[src/rtl/sirr_regs.vh]
// Register indices, field positions, reset values and timing for the ingress register group
`ifndef SIRR_REGS_VH
`define SIRR_REGS_VH

// Register indices; byte address is four times the index
`define SIRR_IDX_RATE_CMD        16'h184b
`define SIRR_IDX_OP_STATUS       16'h184c
`define SIRR_IDX_WRITE_VALUE     16'h184d
`define SIRR_IDX_READ_VALUE      16'h184e
`define SIRR_IDX_PORT0_DROPPED   16'h1850
`define SIRR_IDX_PORT1_DROPPED   16'h1851
`define SIRR_IDX_PORT2_DROPPED   16'h1852
`define SIRR_IDX_PORT0_REMAP     16'h1855

// Command register fields
`define SIRR_CMD_DIR_BIT         7
`define SIRR_CMD_TYPE_HI         6
`define SIRR_CMD_TYPE_LO         5
`define SIRR_CMD_INDEX_HI        4
`define SIRR_CMD_INDEX_LO        0
`define SIRR_CMD_WIDTH           8
`define SIRR_DIR_READ            1'b1
`define SIRR_DIR_WRITE           1'b0

// Entry type encodings
`define SIRR_TYPE_RESERVED       2'h0
`define SIRR_TYPE_CIR            2'h1
`define SIRR_TYPE_CBS            2'h2
`define SIRR_TYPE_EBS            2'h3

// Field positions
`define SIRR_PENDING_BIT         0
`define SIRR_TABLE_DATA_WIDTH    16
`define SIRR_REMAP_WIDTH         24
`define SIRR_REMAP_FIELD_WIDTH   3

// Table layout and reset values
`define SIRR_CIR_ENTRIES         24
`define SIRR_TABLE_DEPTH         26
`define SIRR_TABLE_ADDR_WIDTH    5
`define SIRR_ADDR_CBS            5'h18
`define SIRR_ADDR_EBS            5'h19
`define SIRR_RST_CIR             16'h0014
`define SIRR_RST_BURST           16'h0600
`define SIRR_RST_WRITE_VALUE     16'h0000
`define SIRR_RST_READ_VALUE      16'h0000
`define SIRR_RST_COUNT           32'h00000000
`define SIRR_COUNT_MAX           32'hffffffff
`define SIRR_RST_REMAP           24'hfac688
`define SIRR_RST_CMD             8'h00

// Committed rate time step per byte, in ns
`define SIRR_CIR_STEP_NS         20

// AXI responses
`define SIRR_RESP_OKAY           2'h0
`define SIRR_RESP_SLVERR         2'h2

`endif

[src/rtl/sirr_rate_table.v]
// Rate metering table memory: one write port, two registered read ports
`timescale 1ns/1ps
`include "sirr_regs.vh"

module sirr_rate_table #(
  parameter DEPTH = `SIRR_TABLE_DEPTH,
  parameter AW    = `SIRR_TABLE_ADDR_WIDTH,
  parameter DW    = `SIRR_TABLE_DATA_WIDTH
) (
  // Clock and reset
  input  wire          clk_sys,
  input  wire          reset_n,
  // Software access port
  input  wire          wr_en,
  input  wire [AW-1:0] wr_addr,
  input  wire [DW-1:0] wr_data,
  input  wire [AW-1:0] rd_addr,
  output reg  [DW-1:0] rd_data,
  // Meter lookup port
  input  wire [AW-1:0] meter_addr,
  output reg  [DW-1:0] meter_data
);

  reg [DW-1:0] mem [0:DEPTH-1];
  integer i;

  // Entries start at documented defaults so metering works before setup
  always @(posedge clk_sys or negedge reset_n) begin
    if (!reset_n) begin
      for (i = 0; i < DEPTH; i = i + 1) begin
        if (i < `SIRR_CIR_ENTRIES) begin
          mem[i] <= `SIRR_RST_CIR;
        end else begin
          mem[i] <= `SIRR_RST_BURST;
        end
      end
    end else if (wr_en) begin
      mem[wr_addr] <= wr_data;
    end
  end

  // Registered reads; out-of-range addresses read zero
  always @(posedge clk_sys or negedge reset_n) begin
    if (!reset_n) begin
      rd_data    <= {DW{1'b0}};
      meter_data <= {DW{1'b0}};
    end else begin
      rd_data    <= (rd_addr < DEPTH) ? mem[rd_addr] : {DW{1'b0}};
      meter_data <= (meter_addr < DEPTH) ? mem[meter_addr] : {DW{1'b0}};
    end
  end

endmodule // sirr_rate_table

[src/rtl/sirr_top.v]
// Ingress rate table access, filtered packet counters and port 0 priority remap
// Summary of operation
// - Pending flag high during table operation
// - Write holding value stored into selected entry
// - Read entry lands in read holding register
// - Three per-port 32-bit filtered drop counters
// - Rate limit drops are never counted here
// - Reading a counter clears it
// - Counters saturate at all ones
// - Port 0 priority n maps via field n
// - Regenerated priority picks the output queue
// - Remap fields reset to identity mapping
// - Direction bit 7: one reads, zero writes
// - Bits 6:5 select entry type
// - Bits 4:0 pick one of 24 rate entries
// - Rate entry means (value+1) times 20 ns
//
// Design decision made here: the AXI4-Lite slave port.
`timescale 1ns/1ps
`include "sirr_regs.vh"

module sirr_top #(
  parameter NPORTS = 3,
  parameter AW     = 16
) (
  // Clock and reset
  input  wire              clk_sys,
  input  wire              reset_n,
  // AXI4-Lite write address
  input  wire              s_axi_awvalid,
  output wire              s_axi_awready,
  input  wire [AW-1:0]     s_axi_awaddr,
  // AXI4-Lite write data
  input  wire              s_axi_wvalid,
  output wire              s_axi_wready,
  input  wire [31:0]       s_axi_wdata,
  input  wire [3:0]        s_axi_wstrb,
  // AXI4-Lite write response
  output reg               s_axi_bvalid,
  input  wire              s_axi_bready,
  output reg  [1:0]        s_axi_bresp,
  // AXI4-Lite read address
  input  wire              s_axi_arvalid,
  output wire              s_axi_arready,
  input  wire [AW-1:0]     s_axi_araddr,
  // AXI4-Lite read data
  output reg               s_axi_rvalid,
  input  wire              s_axi_rready,
  output reg  [31:0]       s_axi_rdata,
  output reg  [1:0]        s_axi_rresp,
  // Ingress drop events, one-cycle pulses per port
  input  wire [NPORTS-1:0] drop_valid,
  input  wire [NPORTS-1:0] drop_by_rate_limit,
  // Port 0 received frame priority
  input  wire              rx_frame_valid,
  input  wire [2:0]        rx_priority,
  // Regenerated priority and output queue
  output reg               queue_valid,
  output reg  [2:0]        regen_priority,
  output reg  [1:0]        queue_select,
  // Meter lookup of committed rate time per byte
  input  wire [4:0]        meter_index,
  output reg  [21:0]       meter_byte_time_ns
);

  localparam TDW = `SIRR_TABLE_DATA_WIDTH;
  localparam TAW = `SIRR_TABLE_ADDR_WIDTH;

  // Operation sequencer states
  localparam ST_IDLE  = 2'd0;
  localparam ST_ISSUE = 2'd1;
  localparam ST_WAIT  = 2'd2;

  // Maps command type and index to a table address
  function [TAW-1:0] entry_addr;
    input [1:0] etype;
    input [4:0] idx;
    begin
      case (etype)
        `SIRR_TYPE_CIR: entry_addr = idx;
        `SIRR_TYPE_CBS: entry_addr = `SIRR_ADDR_CBS;
        default:        entry_addr = `SIRR_ADDR_EBS;
      endcase
    end
  endfunction

  // Only committed rate entries in range and burst types are real targets
  function entry_ok;
    input [1:0] etype;
    input [4:0] idx;
    begin
      case (etype)
        `SIRR_TYPE_RESERVED: entry_ok = 1'b0;
        `SIRR_TYPE_CIR:      entry_ok = (idx < `SIRR_CIR_ENTRIES);
        default:             entry_ok = 1'b1;
      endcase
    end
  endfunction

  // Word index of a byte address
  function [AW-3:0] word_of;
    input [AW-1:0] a;
    begin
      word_of = a[AW-1:2];
    end
  endfunction

  // Byte-enable merge of a write into a stored word
  function [31:0] merge;
    input [31:0] old;
    input [31:0] nw;
    input [3:0]  be;
    integer b;
    begin
      merge = old;
      for (b = 0; b < 4; b = b + 1) begin
        if (be[b]) merge[b*8 +: 8] = nw[b*8 +: 8];
      end
    end
  endfunction

  // Software visible state
  reg [`SIRR_CMD_WIDTH-1:0] rate_table_command;
  reg                       op_pending;
  reg [TDW-1:0]             rate_table_write_value;
  reg [TDW-1:0]             rate_table_read_value;
  reg [`SIRR_REMAP_WIDTH-1:0] port0_priority_remap;
  reg [31:0]                dropped_count [0:NPORTS-1];
  reg [1:0]                 op_state;

  // Write channel holding
  reg          aw_held;
  reg [AW-1:0] aw_addr_q;
  reg          w_held;
  reg [31:0]   w_data_q;
  reg [3:0]    w_strb_q;

  // Table port wiring
  wire           tbl_wr_en;
  wire [TAW-1:0] tbl_addr;
  wire [TDW-1:0] tbl_rd_data;
  wire [TDW-1:0] meter_data;

  // Command fields
  wire       cmd_dir   = rate_table_command[`SIRR_CMD_DIR_BIT];
  wire [1:0] cmd_type  = rate_table_command[`SIRR_CMD_TYPE_HI:`SIRR_CMD_TYPE_LO];
  wire [4:0] cmd_index = rate_table_command[`SIRR_CMD_INDEX_HI:`SIRR_CMD_INDEX_LO];
  wire       cmd_ok    = entry_ok(cmd_type, cmd_index);

  // Write channel handshakes; each side is taken once and held until the response
  assign s_axi_awready = !aw_held && !s_axi_bvalid;
  assign s_axi_wready  = !w_held && !s_axi_bvalid;
  wire       wr_go    = aw_held && w_held && !s_axi_bvalid;
  wire [AW-3:0] wr_word = word_of(aw_addr_q);

  // Read channel accepts a new address only when no answer is waiting
  assign s_axi_arready = !s_axi_rvalid;
  wire       rd_go   = s_axi_arvalid && s_axi_arready;
  wire [AW-3:0] rd_word = word_of(s_axi_araddr);

  // Address decode of the write target
  wire wr_cmd   = wr_go && (wr_word == `SIRR_IDX_RATE_CMD);
  wire wr_wval  = wr_go && (wr_word == `SIRR_IDX_WRITE_VALUE);
  wire wr_remap = wr_go && (wr_word == `SIRR_IDX_PORT0_REMAP);
  // Held write merged lane by lane; a new command must replace, never OR into, the old one
  wire [31:0] cmd_word   = merge({24'h000000, rate_table_command}, w_data_q, w_strb_q);
  wire [31:0] wval_word  = merge({16'h0000, rate_table_write_value}, w_data_q, w_strb_q);
  wire [31:0] remap_word = merge({8'h00, port0_priority_remap}, w_data_q, w_strb_q);

  // Capture write address and data independently
  always @(posedge clk_sys or negedge reset_n) begin
    if (!reset_n) begin
      aw_held   <= 1'b0;
      aw_addr_q <= {AW{1'b0}};
      w_held    <= 1'b0;
      w_data_q  <= 32'h00000000;
      w_strb_q  <= 4'h0;
    end else begin
      if (s_axi_awvalid && s_axi_awready) begin
        aw_held   <= 1'b1;
        aw_addr_q <= s_axi_awaddr;
      end else if (wr_go) begin
        aw_held <= 1'b0;
      end
      if (s_axi_wvalid && s_axi_wready) begin
        w_held   <= 1'b1;
        w_data_q <= s_axi_wdata;
        w_strb_q <= s_axi_wstrb;
      end else if (wr_go) begin
        w_held <= 1'b0;
      end
    end
  end

  // Write response; unmapped or read-only targets get SLVERR
  always @(posedge clk_sys or negedge reset_n) begin
    if (!reset_n) begin
      s_axi_bvalid <= 1'b0;
      s_axi_bresp  <= `SIRR_RESP_OKAY;
    end else if (wr_go) begin
      s_axi_bvalid <= 1'b1;
      s_axi_bresp  <= (wr_cmd || wr_wval || wr_remap) ? `SIRR_RESP_OKAY : `SIRR_RESP_SLVERR;
    end else if (s_axi_bready) begin
      s_axi_bvalid <= 1'b0;
    end
  end

  // Software writable registers; a command write while busy is dropped
  always @(posedge clk_sys or negedge reset_n) begin
    if (!reset_n) begin
      rate_table_command     <= `SIRR_RST_CMD;
      rate_table_write_value <= `SIRR_RST_WRITE_VALUE;
      port0_priority_remap   <= `SIRR_RST_REMAP;
    end else begin
      if (wr_cmd && !op_pending) begin
        rate_table_command <= cmd_word[`SIRR_CMD_WIDTH-1:0];
      end
      if (wr_wval) begin
        rate_table_write_value <= wval_word[TDW-1:0];
      end
      if (wr_remap) begin
        port0_priority_remap <= remap_word[`SIRR_REMAP_WIDTH-1:0];
      end
    end
  end

  // Table operation sequencer: a command write starts it, pending tracks it
  always @(posedge clk_sys or negedge reset_n) begin
    if (!reset_n) begin
      op_state              <= ST_IDLE;
      op_pending            <= 1'b0;
      rate_table_read_value <= `SIRR_RST_READ_VALUE;
    end else begin
      case (op_state)
        ST_IDLE: begin
          if (wr_cmd && !op_pending) begin
            op_state   <= ST_ISSUE;
            op_pending <= 1'b1;
          end
        end
        ST_ISSUE: begin
          if (cmd_dir == `SIRR_DIR_READ) begin
            op_state <= ST_WAIT;
          end else begin
            op_state   <= ST_IDLE;
            op_pending <= 1'b0;
          end
        end
        ST_WAIT: begin
          // Reserved or out-of-range targets read back zero
          rate_table_read_value <= cmd_ok ? tbl_rd_data : {TDW{1'b0}};
          op_state              <= ST_IDLE;
          op_pending            <= 1'b0;
        end
        default: begin
          op_state   <= ST_IDLE;
          op_pending <= 1'b0;
        end
      endcase
    end
  end

  // Table write only in the issue cycle of a valid write command
  assign tbl_wr_en = (op_state == ST_ISSUE) && (cmd_dir == `SIRR_DIR_WRITE) && cmd_ok;
  assign tbl_addr  = entry_addr(cmd_type, cmd_index);

  sirr_rate_table #(
    .DEPTH (`SIRR_TABLE_DEPTH),
    .AW    (TAW),
    .DW    (TDW)
  ) u_table (
    .clk_sys    (clk_sys),
    .reset_n    (reset_n),
    .wr_en      (tbl_wr_en),
    .wr_addr    (tbl_addr),
    .wr_data    (rate_table_write_value),
    .rd_addr    (tbl_addr),
    .rd_data    (tbl_rd_data),
    .meter_addr (meter_index),
    .meter_data (meter_data)
  );

  // Full-width product; the largest entry still fits in 22 bits
  wire [31:0] byte_time_full = ({16'h0000, meter_data} + 32'h00000001) * `SIRR_CIR_STEP_NS;

  // Time per byte for the meter; lookup adds one cycle, this stage one more
  always @(posedge clk_sys or negedge reset_n) begin
    if (!reset_n) begin
      meter_byte_time_ns <= 22'h0;
    end else begin
      meter_byte_time_ns <= byte_time_full[21:0];
    end
  end

  // Per-port counters; a read clears, a drop in the same cycle still counts one
  genvar p;
  generate
    for (p = 0; p < NPORTS; p = p + 1) begin : g_cnt
      wire hit   = drop_valid[p] && !drop_by_rate_limit[p];
      wire clear = rd_go && (rd_word == (`SIRR_IDX_PORT0_DROPPED + p));
      always @(posedge clk_sys or negedge reset_n) begin
        if (!reset_n) begin
          dropped_count[p] <= `SIRR_RST_COUNT;
        end else if (clear) begin
          dropped_count[p] <= hit ? 32'h00000001 : `SIRR_RST_COUNT;
        end else if (hit && (dropped_count[p] != `SIRR_COUNT_MAX)) begin
          dropped_count[p] <= dropped_count[p] + 32'h00000001;
        end
      end
    end
  endgenerate

  // Read data mux; unmapped addresses answer SLVERR with zero data
  reg [31:0] next_rdata;
  reg        next_rerr;
  always @* begin
    next_rdata = 32'h00000000;
    next_rerr  = 1'b0;
    case (rd_word)
      `SIRR_IDX_RATE_CMD:      next_rdata = {24'h000000, rate_table_command};
      `SIRR_IDX_OP_STATUS:     next_rdata = {31'h0, op_pending};
      `SIRR_IDX_WRITE_VALUE:   next_rdata = {16'h0000, rate_table_write_value};
      `SIRR_IDX_READ_VALUE:    next_rdata = {16'h0000, rate_table_read_value};
      `SIRR_IDX_PORT0_DROPPED: next_rdata = dropped_count[0];
      `SIRR_IDX_PORT1_DROPPED: next_rdata = dropped_count[1];
      `SIRR_IDX_PORT2_DROPPED: next_rdata = dropped_count[2];
      `SIRR_IDX_PORT0_REMAP:   next_rdata = {8'h00, port0_priority_remap};
      default:                 next_rerr  = 1'b1;
    endcase
  end

  // Read answer register
  always @(posedge clk_sys or negedge reset_n) begin
    if (!reset_n) begin
      s_axi_rvalid <= 1'b0;
      s_axi_rdata  <= 32'h00000000;
      s_axi_rresp  <= `SIRR_RESP_OKAY;
    end else if (rd_go) begin
      s_axi_rvalid <= 1'b1;
      s_axi_rdata  <= next_rdata;
      s_axi_rresp  <= next_rerr ? `SIRR_RESP_SLVERR : `SIRR_RESP_OKAY;
    end else if (s_axi_rready) begin
      s_axi_rvalid <= 1'b0;
    end
  end

  // Port 0 priority regeneration; the queue follows the remapped value
  wire [2:0] remapped =
    port0_priority_remap[rx_priority*`SIRR_REMAP_FIELD_WIDTH +: `SIRR_REMAP_FIELD_WIDTH];
  always @(posedge clk_sys or negedge reset_n) begin
    if (!reset_n) begin
      queue_valid    <= 1'b0;
      regen_priority <= 3'h0;
      queue_select   <= 2'h0;
    end else begin
      queue_valid <= rx_frame_valid;
      if (rx_frame_valid) begin
        regen_priority <= remapped;
        queue_select   <= remapped[2:1];
      end
    end
  end

endmodule // sirr_top

[config.mk]
export PLATFORM = sky130hd
export DESIGN_NAME = sirr_top
export DESIGN_NICKNAME = d
export VERILOG_FILES = /design/src/rtl/sirr_rate_table.v /design/src/rtl/sirr_top.v
export VERILOG_INCLUDE_DIRS = /design/src /design/src/rtl
export SDC_FILE = /design/constraint.sdc
export NUM_CORES = 1
export LEC_CHECK = 0
export BUFFER_PORTS_ARGS = -buffer_cell sky130_fd_sc_hd__buf_2
export CAP_MARGIN = 20
export CORE_MARGIN = 5
export CORE_UTILIZATION = 60
export CTS_CLUSTER_DIAMETER = 80
export DETAILED_ROUTE_END_ITERATION = 6
export PLACE_DENSITY_LB_ADDON = 0.15
export SLEW_MARGIN = 20
export SYNTH_ARGS = -nofsm -noshare
export SYNTH_HDL_FRONTEND = slang
export SYNTH_SLANG_ARGS = --single-unit
[constraint.sdc]
create_clock -name clk_sys -period 5.65 [get_ports clk_sys]
set_input_delay 0 -clock clk_sys [delete_from_list [all_inputs] [get_ports clk_sys]]
set_output_delay 0 -clock clk_sys [all_outputs]
set_load 0.03 [all_outputs]
=== After elaboration in Yosys (flattened, before gate mapping) ===
Cells that the tools add are included.

* Register bits after elaboration: 720
* Input bits: 90
* Output and inout bits: 69
* Word-level logic and storage cells: 179

* Add/sub/neg operators: 4
* $mul: 2
* Magnitude comparators: 6
* Eq/ne operators: 20
* Shift operators: 1
* Multiplexer cells: 39
* Bitwise operators: 3
* Reduce and logical (&&, ||, !) cells: 50

{| class="wikitable"
|+ Operator list
! kind !! count
|-
| $bwmux 416 || 1
|-
| $pmux 32 s8 || 1
|-
| $mux 32 || 6
|-
| $bmux 16 s5 || 2
|-
| $eq 14x13->1 const B || 11
|-
| $mux 16 || 8
|-
| $add 32x1->32 const B || 3
|-
| $ne 32x32->1 const B || 3
|-
| $demux 16 s5 || 1
|-
| $shiftx 24x6->3 || 1
|-
| $logic_and 1x1->1 || 23
|-
| $mul 17x3->20 const B || 1
|-
| $add 16x1->17 const B || 1
|-
| $lt 5x5->1 const B || 3
|-
| $reduce_and 2->1 || 7
|-
| $reduce_bool 2->1 || 7
|-
| $ge 6x6->1 const B || 2
|-
| $mux 1 || 12
|-
| $not 5->6 || 2
|-
| $pmux 5 s2 || 1
|-
| $logic_not 1->1 || 8
|-
| $mux 2 || 4
|-
| $reduce_or 8->1 || 1
|-
| $lt 6x1->1 const B || 1
|-
| other kinds (9) || 15
|}

=== Logic depth before layout (Yosys ltp) ===
* Depth after elaboration: 8
* Mapped depth: 15
* Gate-level depth less buffers: 14

=== Modules after synthesis ===
A second synthesis with hierarchy kept.

* Cells, all modules: 3,006
* Area total of the unflattened synthesis: 37,532.2 um2

{| class="wikitable"
|+ Modules (own cells, without submodules)
! module !! times used !! cells an instance !! area an instance (um2)
|-
| sirr_rate_table || 1 || 1,612 || 23,475.0
|-
| sirr_top || 1 || 1,394 || 14,057.2
|}

=== Least setup slack after synthesis ===
OpenSTA, ideal clock, no wires.

* Path type: register -> register
* Start point: register u_table.meter_data[0]
* End point: register meter_byte_time_ns[19]
* Library setup time: 131 ps
* Arrival time: 3,081 ps
* Path slack: 2,438 ps
* Cell stages (with the launch flop): 12
* Buffers on the path: 0
* Cell sequence: dfrtp_1 nand3_1 or3_1 nor2_1 xor2_1 ha_1 ha_1 or4_1 o211a_1 o31ai_1 a21boi_0 xor2_1

* Word-level cells in the longest chain between the ends: 2

{| class="wikitable"
|+ Ends and longest elaborated chain
! element !! RTL line !! text
|-
| from (decl) || sirr_rate_table.v:21 || <nowiki>output reg [DW-1:0] meter_data</nowiki>
|-
| from (signal assigned) || sirr_rate_table.v:46 || <nowiki>meter_data <= {DW{1'b0}};</nowiki>
|-
| from (signal assigned) || sirr_rate_table.v:49 || <nowiki>meter_data <= (meter_addr < DEPTH) ? mem[meter_addr] : {DW{1'b0}};</nowiki>
|-
| $add 16x1->17 || sirr_top.v:284 || <nowiki>wire [31:0] byte_time_full = ({16'h0000, meter_data} + 32'h00000001) * `SIRR_CIR_STEP_NS;</nowiki>
|-
| $mul 17x3->20 (no source line) || - ||
|-
| named net byte_time_full[19] || sirr_top.v:284 ||
|-
| to (signal assigned) || sirr_top.v:291 || <nowiki>meter_byte_time_ns <= byte_time_full[21:0];</nowiki>
|-
| to (decl) || sirr_top.v:63 || <nowiki>output reg [21:0] meter_byte_time_ns</nowiki>
|}

The timed path passes the listed nets, and every way through them passes these cells.
A chain may end at the register's enable or synchronous reset.

=== Worst setup path after layout ===
* Start point: register rate_table_command[6]
* End point: register u_table.mem[230] (netlist name)

* Word-level cells in the longest chain between the ends: 8
* Elaborated cells between the ends (all ways): 13

{| class="wikitable"
|+ Ends and longest elaborated chain
! element !! RTL line !! text
|-
| from (decl) || sirr_top.v:123 || <nowiki>reg [`SIRR_CMD_WIDTH-1:0] rate_table_command;</nowiki>
|-
| from (signal assigned) || sirr_top.v:211 || <nowiki>rate_table_command <= `SIRR_RST_CMD;</nowiki>
|-
| from (signal assigned) || sirr_top.v:216 || <nowiki>rate_table_command <= cmd_word[`SIRR_CMD_WIDTH-1:0];</nowiki>
|-
| $eq 2x2->1 / $eq 2x1->1 (equally long branches) || sirr_top.v:79, sirr_top.v:92 ||
|-
| $pmux 5 s2 || sirr_top.v:79 || <nowiki>case (etype)</nowiki>
|-
| $not 5->6 (not written as such) || sirr_rate_table.v:38 || <nowiki>mem[wr_addr] <= wr_data;</nowiki>
|-
| $ge 6x6->1 (not written as such) / $lt 6x1->1 (equally long branches) || sirr_rate_table.v:38 ||
|-
| $logic_and 1x1->1 (not written as such) || sirr_rate_table.v:38 ||
|-
| $mux 16 (not written as such) || sirr_rate_table.v:38 ||
|-
| $demux 16 s5 || sirr_rate_table.v:38 ||
|-
| $bwmux 416 || sirr_rate_table.v:38 ||
|-
| to (signal, indexed assignment) || sirr_rate_table.v:32 || <nowiki>mem[i] <= `SIRR_RST_CIR;</nowiki>
|-
| to (signal, indexed assignment) || sirr_rate_table.v:34 || <nowiki>mem[i] <= `SIRR_RST_BURST;</nowiki>
|-
| to (signal, indexed assignment) || sirr_rate_table.v:38 ||
|-
| to (decl) || sirr_rate_table.v:24 || <nowiki>reg [DW-1:0] mem [0:DEPTH-1];</nowiki>
|}

Parallel ways exist; a longest one is shown, timed or not.

==> flow_metrics.py <==
metrics = {
    "outcome": {
        "status": "finished clean",
    },
    "yosys": {
        "synth_top_family_by_area": "multiplexers",
        "seq_area_frac_synth_pct": 48.4,
        "syn_area_um2": 37100,
        "yosys_warnings": 0,
        "synth-simple-area-share_pct": 8.72,
        "synth_flop_cell": "dfrtp_1",
        "synth_fa_ha_area_share_pct": 1.27,
        "avgSynthCellArea_um2": 12.1,
        "synth-xor-area-share_pct": 2.43,
        "synth_edf_count": 0,
        "synth_compound_area_share_pct": 8.92,
        "ys_types": 87,
        "async_flop_share_pct": 100,
        "synth_cells": 3058,
        "synthMuxAreaShare_pct": 27.2,
        "synth-seq-cells": 714,
    },
    "sta": {
        "whs_ns": 0.0111,
        "tightestPinTransition_ns": 1.18,
        "setup_violations": 0,
        "rsz0062_at_grt": "false",
        "timing.fmax_mhz": 224,
        "skew_ns": 0.0152,
        "finalCritPeriodShare_pct": 79.1,
        "finalSetupTns_ns": 0,
        "slew_violations": 0,
        "relSlewSlack_pct": 21.5,
        "final-hold-violation-count": 0,
        "period_needed_ns": 4.47,
    },
    "hold_path": {
        "worstHoldPathType": "in -> async",
    },
    "global_routing": {
        "overflow": 0,
        "antenna_found_initial": 4,
        "grt_pass1_wl_um": 168000,
        "grt_pass1_vias": 28300,
        "grt_max_degree": 189,
        "grt_use_total_pct": 32.0,
    },
    "clock_tree": {
        "root_buffer": "clkbuf_16",
        "cts-resized-gates": 0,
        "clock_latency_ns": 0.62,
        "cts.sinks": 714,
        "numCtsBuffers": 77,
        "cts.path.max_buffers": 3,
        "cts_max_level": 3,
        "cts_tree": "done",
        "cts.clk_slew.worst_paths_ns": 0.06,
    },
    "final_layout": {
        "nFillCells": 4486,
        "final_cell_mix": "dfrtp_1 (648), mux2_2 (559), nor2_1 (176), buf_2 (138), o22ai_1 (126)",
        "stdcell_area_um2": 41700,
        "stdcell_count": 4034,
        "utilization_pct": 67.9,
        "multiInputGateArea_um2": 18100,
        "nNetsFinal": 3312,
        "seq_area_um2": 18000,
        "drive_above_1_share_pct": 34.9,
        "final_common_cell": "dfrtp_1",
        "syn_to_final_growth_pct": 12.4,
    },
    "floorplan": {
        "initial_core_util_pct": 60.4,
        "die_w_um": 259,
        "die_h_um": 259,
        "rows": 91,
        "die_area_um2": 66900,
        "ios": 159,
        "core_area_um2": 61500,
    },
    "routing": {
        "ant_nets": 0,
        "drtIter0Drc": 2879,
        "wire_per_inst_um": 26.8,
        "via_count": 27300,
        "drc_errors": 0,
        "via_per_inst": 6.78,
        "drt-total-wl_um": 108000,
        "drt_pass1_iterations": 7,
    },
    "setup_path": {
        "cp-start-kind": "flop",
        "cp-endpoint": "u_table.mem[230]",
        "r2r_end": "u_table.mem[230]",
        "crit_type": "reg -> reg",
        "rr_startpoint": "rate_table_command[6]",
        "r2r_setup_slack_ns": 1.18,
        "r2r_cells": 8,
        "setup.worst_path.start": "rate_table_command[6]",
        "cp_max_fo": 17,
        "cp.arrival_ns": 4.97,
        "required_ns": 6.15,
        "end_kind": "flop",
    },
    "placed_design": {
        "dpl.hpwl_um": 70100,
        "place_area_um2": 38500,
        "port_buffers": 141,
        "gp_congestion": 0.924,
        "place_inst": 3829,
    },
    "power": {
        "p_per_area_nw_per_um2": 282,
        "ir_worst_vdd_uv": 220,
        "p_leak_nw": 18.5,
    },
    "job": {
        "cap_viol_max_count": 0,
    },
}
[sequential cells by signal, indices dropped and copies added, names as in the netlist, 2 cells and up]
name	flops
u_table.meter_data	16
w_strb_q	3
w_data_q	24
s_axi_rdata	32
rate_table_command	8
regen_priority	3
rate_table_write_value	16
rate_table_read_value	16
u_table.mem	416
u_table.rd_data	16
aw_addr_q	14
meter_byte_time_ns	20
dropped_count	96
op_state	2
port0_priority_remap	24
[worst min path at each step]
stage / end
2_1_floorplan: aw_addr_q[10]
3_3_place_gp: dropped_count[28]
3_5_place_dp: dropped_count[28]
4_1_cts: s_axi_rdata[0]
5_1_grt: s_axi_rdata[0]
6_report: dropped_count[26]
[power breakdown]
part	switching (mW)	leakage (nW)	internal, mW	total, mW
logic	0.618	7.70	0.431	1.05
registers	0.251	9.53	5.37	5.62
clock network	2.05	1.24	3.03	5.08
total	2.92	18.5	8.83	11.8
[worst max-delay path, stage by stage, from the launching register on]
cell and delay [ns]:
dfrtp_1 0.43, inv_1 0.10, ha_1 0.60, o21ai_1 0.53, nor4b_2 0.96, nand3_2 0.35
nor2_2 0.63, buf_4 0.37, mux2_2 0.37
[cells in the mapped netlist, types with 27 or more instances]
cell      count  share of area, %
a211oi_1     30              0.61
a21oi_1     116               1.6
a22oi_1      53               1.1
buf_1        52              0.53
buf_4        32              0.65
clkbuf_1    140               1.4
dfrtp_1     650                44
dfstp_2      64               4.5
ha_1         36               1.2
inv_1        27              0.27
mux2_2      559                17
mux2i_1     124               3.3
mux4_2      112               6.8
nand2_1     125               1.3
nand3_1      57              0.77
nand4_1      34              0.57
nor2_1      177               1.8
nor3_1       35              0.47
o21ai_0      81               1.1
o22ai_1     126               2.1
xnor2_1      57               1.3
xor2_1       46               1.1
[layer usage]
layer / wire (um) / track usage, % / share of wire (%)
met5: 13 / 0 / 0.012
met4: 4540 / 13.1 / 4.2
met3: 10600 / 7.42 / 9.8
met2: 49600 / 49.9 / 46
met1: 43200 / 44.0 / 40
[stage by stage]
step	setup slack [ns]	total power, mW
6_report	1.18	11.8
3_3_place_gp	1.41	6.66
4_1_cts	1.30	11.8
3_5_place_dp	1.27	6.72
2_1_floorplan	2.44	6.28
5_1_grt	0.992	12.2
[what timing repair did]
action | 4_1_cts | 5_1_grt
endpoints found under the hold margin | 169 | 0
buffers inserted | 0 | 0
hold buffers | 65 | 0
[cells by family after synthesis]
family,Yosys count
multiplexers,797
flip-flops,714
AND/OR/NAND/NOR,620
AO/OA/AOI/OAI,517
buffers and inverters,269
XOR/XNOR,103
adder cells (fa/ha/maj),37
other,1
[final cells by class]
type | instances | share of cell area, %
diodes | 2 | 0.0120
well taps | 790 | 2.37
multi-input cells | 2078 | 43.3
flip-flops and latches | 714 | 43.0
repair buffers | 286 | 4.99
clock buffers | 123 | 5.56
inverters | 28 | 0.252
clock inverters | 13 | 0.465
(Power assumes the default switching activity.)
